--- config.mk ---
export PLATFORM = sky130hd
export DESIGN_NAME = csp_port
export DESIGN_NICKNAME = d
export VERILOG_FILES = /design/src/design/csp_pkg.sv /design/src/design/csp_port.sv
export VERILOG_INCLUDE_DIRS = /design/src /design/src/design
export SDC_FILE = /design/constraint.sdc
export NUM_CORES = 1
export LEC_CHECK = 0
export BUFFER_PORTS_ARGS = -buffer_cell sky130_fd_sc_hd__buf_4
export CAP_MARGIN = 20
export CORE_MARGIN = 1
export CORE_UTILIZATION = 60
export DETAILED_ROUTE_END_ITERATION = 6
export PLACE_DENSITY = 0.78
export SYNTH_ARGS = -nofsm -noshare
export SYNTH_HDL_FRONTEND = slang
export SYNTH_HIERARCHICAL = 1
export SYNTH_SLANG_ARGS = --single-unit
--- constraint.sdc ---
create_clock -name clk_sys -period 8.4 [get_ports clk_sys]
set_input_delay 1.68 -clock clk_sys [delete_from_list [all_inputs] [get_ports clk_sys]]
set_output_delay 1.68 -clock clk_sys [all_outputs]
set_load 0.05 [all_outputs]
--- src/design/csp_cfg.svh ---
// constants of the converter serial port
//
// Notes on behaviour
// - power-up reset loads known control word
// - mode high: port drives serial clock
// - select high reads output/calibration, low control
// - new conversion word drives ready low
// - ready returns high after last bit
// - unread words keep updating, ready stays low
// - word arriving mid output read lost
// - register reads ignore and keep ready
// - output read sync with ready high: nothing
// - register reads are exactly 24 bits
// - read sync fall starts clock, MSB out
// - bits shift on falling clock edges
// - after LSB fall: outputs off, ready high after output reads
// - writes are 24 bits, ignore ready
// - select routes write to control/calibration
// - write sync fall starts serial clock once write fifo has room
// - write data captured on rising, MSB first
// - clock off after final write fall
// - mode low: serial clock is input
`ifndef CSP_CFG_SVH
`define CSP_CFG_SVH
`define CSP_WORD_W 24
`define CSP_CNT_W 5
`define CSP_WORD_BITS 5'h18
`define CSP_SHORT_BITS 5'h10
`define CSP_CTRL_RST 24'h000000
`define CSP_CTRL_WL24 0
`define CSP_CTRL_CALRD 1
`define CSP_CLK_NS 40
`define CSP_SCLK_HALF_NS 160
`define CSP_DIV_W 8
`define CSP_FIFO_DEPTH 16
`endif

--- src/design/csp_pkg.sv ---
// types of the converter serial port
`include "csp_cfg.svh"
package csp_pkg;
  typedef enum logic {CSP_IDLE, CSP_XFER} csp_state_t;
  typedef enum logic [1:0] {CSP_K_OUT, CSP_K_REG, CSP_K_WR} csp_kind_t;
  typedef struct packed {
    logic sel;
    logic [`CSP_WORD_W-1:0] data;
  } csp_wr_t;
endpackage : csp_pkg

--- src/design/csp_port.sv ---
// converter serial port with write fifo
`timescale 1ns/1ps
`include "csp_cfg.svh"

// ----------------------------------------
// fifo of written words
// ----------------------------------------
module csp_fifo #(
  parameter int W = 25,
  parameter int DEPTH = 16
) (
  input wire logic clk_sys,
  input wire logic rst_b,
  input wire logic in_valid,
  output logic in_ready,
  input wire logic [W-1:0] in_data,
  output logic out_valid,
  input wire logic out_ready,
  output logic [W-1:0] out_data
);
  localparam int AW = $clog2(DEPTH);
  typedef struct packed {
    logic [DEPTH-1:0][W-1:0] mem;
    logic [AW-1:0] wp;
    logic [AW-1:0] rp;
    logic [AW:0] cnt;
  } csp_fifo_st_t;
  csp_fifo_st_t q, n;
  logic push, pop;

  assign in_ready = q.cnt != (AW+1)'(DEPTH);
  assign out_valid = q.cnt != '0;
  assign out_data = q.mem[q.rp];

  always_comb begin
    n = q;
    push = in_valid && in_ready;
    pop = out_valid && out_ready;
    if (push) begin
      n.mem[q.wp] = in_data;
      n.wp = (q.wp == AW'(DEPTH-1)) ? '0 : q.wp + 1'b1;
    end
    if (pop) begin
      n.rp = (q.rp == AW'(DEPTH-1)) ? '0 : q.rp + 1'b1;
    end
    n.cnt = q.cnt + (AW+1)'(push) - (AW+1)'(pop);
  end

  always_ff @(posedge clk_sys) begin
    if (!rst_b) begin
      q <= '0;
    end else begin
      q <= n;
    end
  end
endmodule : csp_fifo

// ----------------------------------------
// serial port
// ----------------------------------------
module csp_port
  import csp_pkg::*;
#(
  parameter int SCLK_HALF_CYC =
    (`CSP_SCLK_HALF_NS + `CSP_CLK_NS - 1) / `CSP_CLK_NS,
  parameter int FIFO_DEPTH = `CSP_FIFO_DEPTH
) (
  input wire logic clk_sys,
  input wire logic rst_b,
  input wire logic mode_select,
  input wire logic read_frame_sync_n,
  input wire logic write_frame_sync_n,
  input wire logic register_select,
  input wire logic sclk_i,
  output logic sclk_o,
  output logic sclk_oe,
  input wire logic serial_data_line_i,
  output logic serial_data_line_o,
  output logic serial_data_line_oe,
  output logic conversion_ready_n,
  input wire logic conv_strobe,
  input wire logic [`CSP_WORD_W-1:0] conv_data,
  input wire logic [`CSP_WORD_W-1:0] cal_rd_data,
  output logic [`CSP_WORD_W-1:0] ctrl_word,
  output logic cal_wr_valid,
  input wire logic cal_wr_ready,
  output logic [`CSP_WORD_W-1:0] cal_wr_data
);
  typedef struct packed {
    logic [1:0] mode_s;
    logic [1:0] rfs_s;
    logic [1:0] tfs_s;
    logic [1:0] sel_s;
    logic [1:0] sdi_s;
    logic [1:0] sck_s;
    logic rfs_p;
    logic tfs_p;
    logic sck_p;
    logic wr_pend;
    csp_state_t st;
    csp_kind_t kind;
    logic [`CSP_DIV_W-1:0] div;
    logic [`CSP_CNT_W-1:0] bits;
    logic [`CSP_WORD_W-1:0] sh;
    logic [`CSP_WORD_W-1:0] outw;
    logic [`CSP_WORD_W-1:0] ctrl;
    logic rdy_n;
    logic sck;
    logic sck_oe;
    logic sd_oe;
    logic push;
    csp_wr_t wdata;
  } csp_st_t;

  csp_st_t q, n;
  logic master, rfs_fall, tfs_fall, rise, fall, tick, fin, out_busy;
  logic fifo_in_ready, fifo_valid, fifo_ready;
  csp_wr_t fifo_head;

  // ----------------------------------------
  // write fifo and its drain
  // ----------------------------------------
  csp_fifo #(
    .W($bits(csp_wr_t)),
    .DEPTH(FIFO_DEPTH)
  ) u_fifo (
    .clk_sys(clk_sys),
    .rst_b(rst_b),
    .in_valid(q.push),
    .in_ready(fifo_in_ready),
    .in_data(q.wdata),
    .out_valid(fifo_valid),
    .out_ready(fifo_ready),
    .out_data(fifo_head)
  );

  // control words are taken at once, calibration words wait on the core
  assign fifo_ready = fifo_head.sel ? cal_wr_ready : 1'b1;
  assign cal_wr_valid = fifo_valid && fifo_head.sel;
  assign cal_wr_data = fifo_head.data;

  assign sclk_o = q.sck;
  assign sclk_oe = q.sck_oe;
  assign serial_data_line_o = q.sh[`CSP_WORD_W-1];
  assign serial_data_line_oe = q.sd_oe;
  assign conversion_ready_n = q.rdy_n;
  assign ctrl_word = q.ctrl;

  // ----------------------------------------
  // next state
  // ----------------------------------------
  always_comb begin
    n = q;
    n.push = 1'b0;
    n.mode_s = {q.mode_s[0], mode_select};
    n.rfs_s = {q.rfs_s[0], read_frame_sync_n};
    n.tfs_s = {q.tfs_s[0], write_frame_sync_n};
    n.sel_s = {q.sel_s[0], register_select};
    n.sdi_s = {q.sdi_s[0], serial_data_line_i};
    n.sck_s = {q.sck_s[0], sclk_i};
    n.rfs_p = q.rfs_s[1];
    n.tfs_p = q.tfs_s[1];
    n.sck_p = q.sck_s[1];
    master = q.mode_s[1];
    rfs_fall = q.rfs_p && !q.rfs_s[1];
    tfs_fall = q.tfs_p && !q.tfs_s[1];
    out_busy = (q.st == CSP_XFER) && (q.kind == CSP_K_OUT);
    tick = (q.st == CSP_XFER) && (q.div == `CSP_DIV_W'(SCLK_HALF_CYC - 1));
    rise = master ? (tick && !q.sck) : (!q.sck_p && q.sck_s[1]);
    fall = master ? (tick && q.sck) : (q.sck_p && !q.sck_s[1]);
    fin = 1'b0;
    if (q.tfs_s[1]) begin
      n.wr_pend = 1'b0;
    end else if (tfs_fall) begin
      n.wr_pend = 1'b1;
    end
    if (fifo_valid && !fifo_head.sel) begin
      n.ctrl = fifo_head.data;
    end
    // a word landing during an output read is dropped
    if (conv_strobe && !out_busy) begin
      n.outw = conv_data;
      n.rdy_n = 1'b0;
    end
    unique case (q.st)
      CSP_IDLE: begin
        n.div = '0;
        n.sck = 1'b0;
        n.sck_oe = 1'b0;
        n.sd_oe = 1'b0;
        if (rfs_fall && q.tfs_s[1]) begin
          n.bits = `CSP_WORD_BITS;
          n.kind = CSP_K_REG;
          if (!q.sel_s[1]) begin
            n.sh = q.ctrl;
            n.st = CSP_XFER;
          end else if (q.ctrl[`CSP_CTRL_CALRD]) begin
            n.sh = cal_rd_data;
            n.st = CSP_XFER;
          end else if (!q.rdy_n) begin
            n.sh = q.outw;
            n.kind = CSP_K_OUT;
            n.st = CSP_XFER;
            if (!q.ctrl[`CSP_CTRL_WL24]) begin
              n.bits = `CSP_SHORT_BITS;
            end
          end
          n.sck_oe = master && (n.st == CSP_XFER);
          n.sd_oe = (n.st == CSP_XFER);
        end else if (q.wr_pend && fifo_in_ready) begin
          n.wr_pend = 1'b0;
          n.kind = CSP_K_WR;
          n.bits = `CSP_WORD_BITS;
          n.wdata.sel = q.sel_s[1];
          n.sck_oe = master;
          n.st = CSP_XFER;
        end
      end
      CSP_XFER: begin
        n.div = tick ? '0 : q.div + 1'b1;
        if (master && tick) begin
          n.sck = !q.sck;
        end
        if (rise) begin
          n.bits = q.bits - 1'b1;
          if (q.kind == CSP_K_WR) begin
            n.sh = {q.sh[`CSP_WORD_W-2:0], q.sdi_s[1]};
          end
        end
        if (fall) begin
          if (q.bits == '0) begin
            fin = 1'b1;
          end else if (q.kind != CSP_K_WR) begin
            n.sh = {q.sh[`CSP_WORD_W-2:0], 1'b0};
          end
        end
        if (fin) begin
          n.st = CSP_IDLE;
          n.sck_oe = 1'b0;
          n.sd_oe = 1'b0;
          n.sck = 1'b0;
          if (q.kind == CSP_K_OUT) begin
            n.rdy_n = 1'b1;
          end
          if (q.kind == CSP_K_WR) begin
            n.push = 1'b1;
            n.wdata.data = q.sh;
          end
        end
        // a frame sync released mid-word abandons the word
        if ((q.kind == CSP_K_WR) ? q.tfs_s[1] : q.rfs_s[1]) begin
          n.st = CSP_IDLE;
          n.sck_oe = 1'b0;
          n.sd_oe = 1'b0;
          n.sck = 1'b0;
          n.push = 1'b0;
        end
      end
    endcase
  end

  always_ff @(posedge clk_sys) begin
    if (!rst_b) begin
      q <= '0;
      q.rfs_s <= 2'h3;
      q.tfs_s <= 2'h3;
      q.rfs_p <= 1'b1;
      q.tfs_p <= 1'b1;
      q.rdy_n <= 1'b1;
      q.ctrl <= `CSP_CTRL_RST;
    end else begin
      q <= n;
    end
  end
endmodule : csp_port

==> run summary <==
number of sinks handled by clock tree synthesis: 547
number of buffers added by the clock tree synthesis step: 54
Clock Latency Late Sink: 0.61 ns
via count: 19,700
commonest non-fill, non-tap cells in the layout: sky130_fd_sc_hd__nand2_1, sky130_fd_sc_hd__dfxtp_1, sky130_fd_sc_hd__nand3_1, sky130_fd_sc_hd__a21boi_1, sky130_fd_sc_hd__buf_4
Mean Syn Cell Area: 9.15 µm²
fraction of final layout cells with drive strength greater than 1: 0.149
half-perimeter wire length of the detailed placement result: 41,000 µm
antenna viol nets, final: 0
Root Buffer: sky130_fd_sc_hd__clkbuf_16
total routing resource utilization after global routing: 0.329
pin count of the biggest net entering global routing: 217
drc violations: 0
clock transition at the registers of the reported paths: 0.06 ns
Initial DRT Pass Iterations: 6
static leakage: 8.76 nW
data required time of the worst path: 6.72 ns
number of enable flip-flop cells after synthesis: 0
Area Growth Syn to Fin: 9.45%
mean routed wirelength per cell: 21.9 µm
number of rows in the core area: 72
Max Root-Sink Buffers: 3
Hold/Removal Path Class: flop to flop
Port Buffer Count: 111
CP Capture Type: output port
end of the worst register-to-register path: u_fifo/q[4]
kind of critical path: flop to output port
die area: 0.0408 mm²
setup TNS after final layout: 0 ns
total of fill cells in the finished design: 3,081
horizontal die dimension: 202 µm
synthesized netlist net count: 2,699
Boundary Pins: 112
routability congestion estimate: 0.884
Final Non-Filler Cells: 3,108
destination of the worst hold path: n[120]
endpoints failing setup: 0
count of placed standard cells including taps: 3,014
CTS Hold Buffers Added: 0
Yosys reg bits: 547
effective utilization at floorplan: 0.615
largest clock skew in the final design: 0.0284 ns
number of nets in the layout: 2,625
overall die height: 202 µm
cell accounting for the most synthesized area: sky130_fd_sc_hd__dfxtp_1
number of max-slew violations in the final report: 0
final critical-path required period: 5.41 ns
top-area cell type share of the netlist area: 0.456
status: complete, no violations
post-synthesis instance total: 2,626
antenna violations before repair: 0
post-CTS sizing: 0
Worst Hold Depth: 1
routed wire length: 68,100 µm
Antenna Diode Count: 0
setup repair after global routing missed its margin: false
overflow left after global routing: 0
upper clock frequency limit: 185 MHz
CTS tree: done
depth of the worst register-to-register path: 16
depth of the CTS H-tree: 2
first-pass GRT wire length: 105,000 µm
Power per Cell Area: 221 mW/mm²
flip-flop cell with the highest count after synthesis: sky130_fd_sc_hd__dfxtp_1
R2R Path Start: u_fifo/q[6]
most common cell after layout, fill and taps aside: sky130_fd_sc_hd__nand2_1
average via count per standard cell: 6.35
final cycle utilization of the critical path: 0.644
data arrival time of the worst path: 3.73 ns
MaxCap Viol Count: 0
placeable core area: 0.0391 mm²
vias in the first global route: 18,900
post-synth cell types: 71
relative slew slack: 0.227
Hold Crit Start: n[129]
number of synthesis warnings: 6
reg-to-reg slack, setup: 3.81 ns
peak fanout along the critical path: 63
Tightest Pin Transition: 1.16 ns
Setup crit start kind: flop
post-synth design cell area: 0.0240 mm²
maximum vdd ir drop: 0.000160 V
cells taking the most area after synthesis: sky130_fd_sc_hd__dfxtp_1, sky130_fd_sc_hd__mux4_2, sky130_fd_sc_hd__nand2_1
proportion of synthesized chip area in sequential cells: 0.456
final count of hold timing violations: 0
count of buffers added by post-CTS timing repair for setup: 0
share of flip-flops with an asynchronous set or reset: 0
Starting DRT DRC Count: 2,122
==> registers in the layout, indices dropped and copies added (netlist names) <==
name / flops
n: 9
q: 95
conversion_ready_n: 1
u_fifo/q: 413
serial_data_line_o: 1
sclk_o: 1
serial_data_line_oe: 1
sclk_oe: 1
ctrl_word: 24
master: 1
==> routing by layer <==
metal,up-vias,GRT usage,wire length (µm)
li1,9046,-,-
met1,9548,0.425,26800
met2,948,0.548,32300
met3,193,0.0535,6220
met4,0,0.140,2710
met5,-,0,0
==> how the worst max path moves through the flow <==
stage | from | endpoint | slack [ns] | cells after the start
floorplan | u_fifo/q[5] | cal_wr_valid | 4.72 | 7
global placement | u_fifo/q[6] | cal_wr_data[5] | 3.69 | 5
detailed placement | u_fifo/q[6] | cal_wr_data[8] | 3.63 | 5
CTS | u_fifo/q[6] | cal_wr_data[8] | 2.98 | 5
global route | u_fifo/q[6] | cal_wr_data[8] | 2.89 | 5
finish | u_fifo/q[6] | cal_wr_data[8] | 2.99 | 5
==> power breakdown <==
group / internal [mW] / switching (mW)
sequential: 2.63 / 0.0988
clock: 1.42 / 1.03
combinational: 0.258 / 0.375
==> stage by stage <==
stage / total power [mW] / area [µm²] / util / hold slack, ns / setup WS (ns)
after floorplan: 3.25 / 24000 / - / 0.386 / 4.72
after global placement: 3.39 / 24400 / 0.625 / 0.415 / 3.69
after detailed placement: 3.41 / 24500 / 0.627 / 0.416 / 3.63
after CTS: 5.81 / 26300 / 0.673 / 0.414 / 2.98
after global routing: 5.97 / 26300 / 0.673 / 0.433 / 2.89
final: 5.81 / 26300 / 0.673 / 0.407 / 2.99
==> cells by family (layout without fill, tap and decap cells) <==
logic type | count (synthesis) | after routing | synth area share
and+or+nand+nor | 990 | 990 | 0.193
AOI/OAI and AO/OA | 630 | 630 | 0.170
DFF | 547 | 547 | 0.456
buffers and inverters | 293 | 257 | 0.0595
muxes | 138 | 138 | 0.110
adders and majority gates | 15 | 15 | 0.00812
xor gates and xnor gates | 13 | 13 | 0.00474
==> final cells by class <==
cell class / instances / area, µm² / share of cell area
timing repair buffer: 142 / 1140 / 0.0433
multi-input combinational: 1786 / 11700 / 0.444
clock inverter: 18 / 215 / 0.00818
clock buffer: 76 / 1570 / 0.0599
inverter: 21 / 81.3 / 0.00309
sequential: 547 / 11000 / 0.417
tap: 518 / 648 / 0.0246
==> worst max-delay path, stage by stage, from the launching register on <==
cell and delay (ns):
sky130_fd_sc_hd__dfxtp_4 1.00, sky130_fd_sc_hd__buf_4 0.70, sky130_fd_sc_hd__mux4_2 0.60, sky130_fd_sc_hd__a22oi_1 0.31, sky130_fd_sc_hd__nand2_1 0.22, sky130_fd_sc_hd__buf_4 0.25
==> Yosys cell counts (all sizes together) (10+ instances only) <==
master	number
inv	21
and2	16
ha	14
nand4	25
nand2	573
o21ai	205
nand2b	15
a21boi	204
nor3b	27
clkbuf	138
dfxtp	547
mux4	100
buf	134
nand3	223
mux2i	37
o221ai	10
o22ai	13
a21oi	99
nor2	71
a22oi	71
No activity file was read; power rests on OpenSTA's default activity.
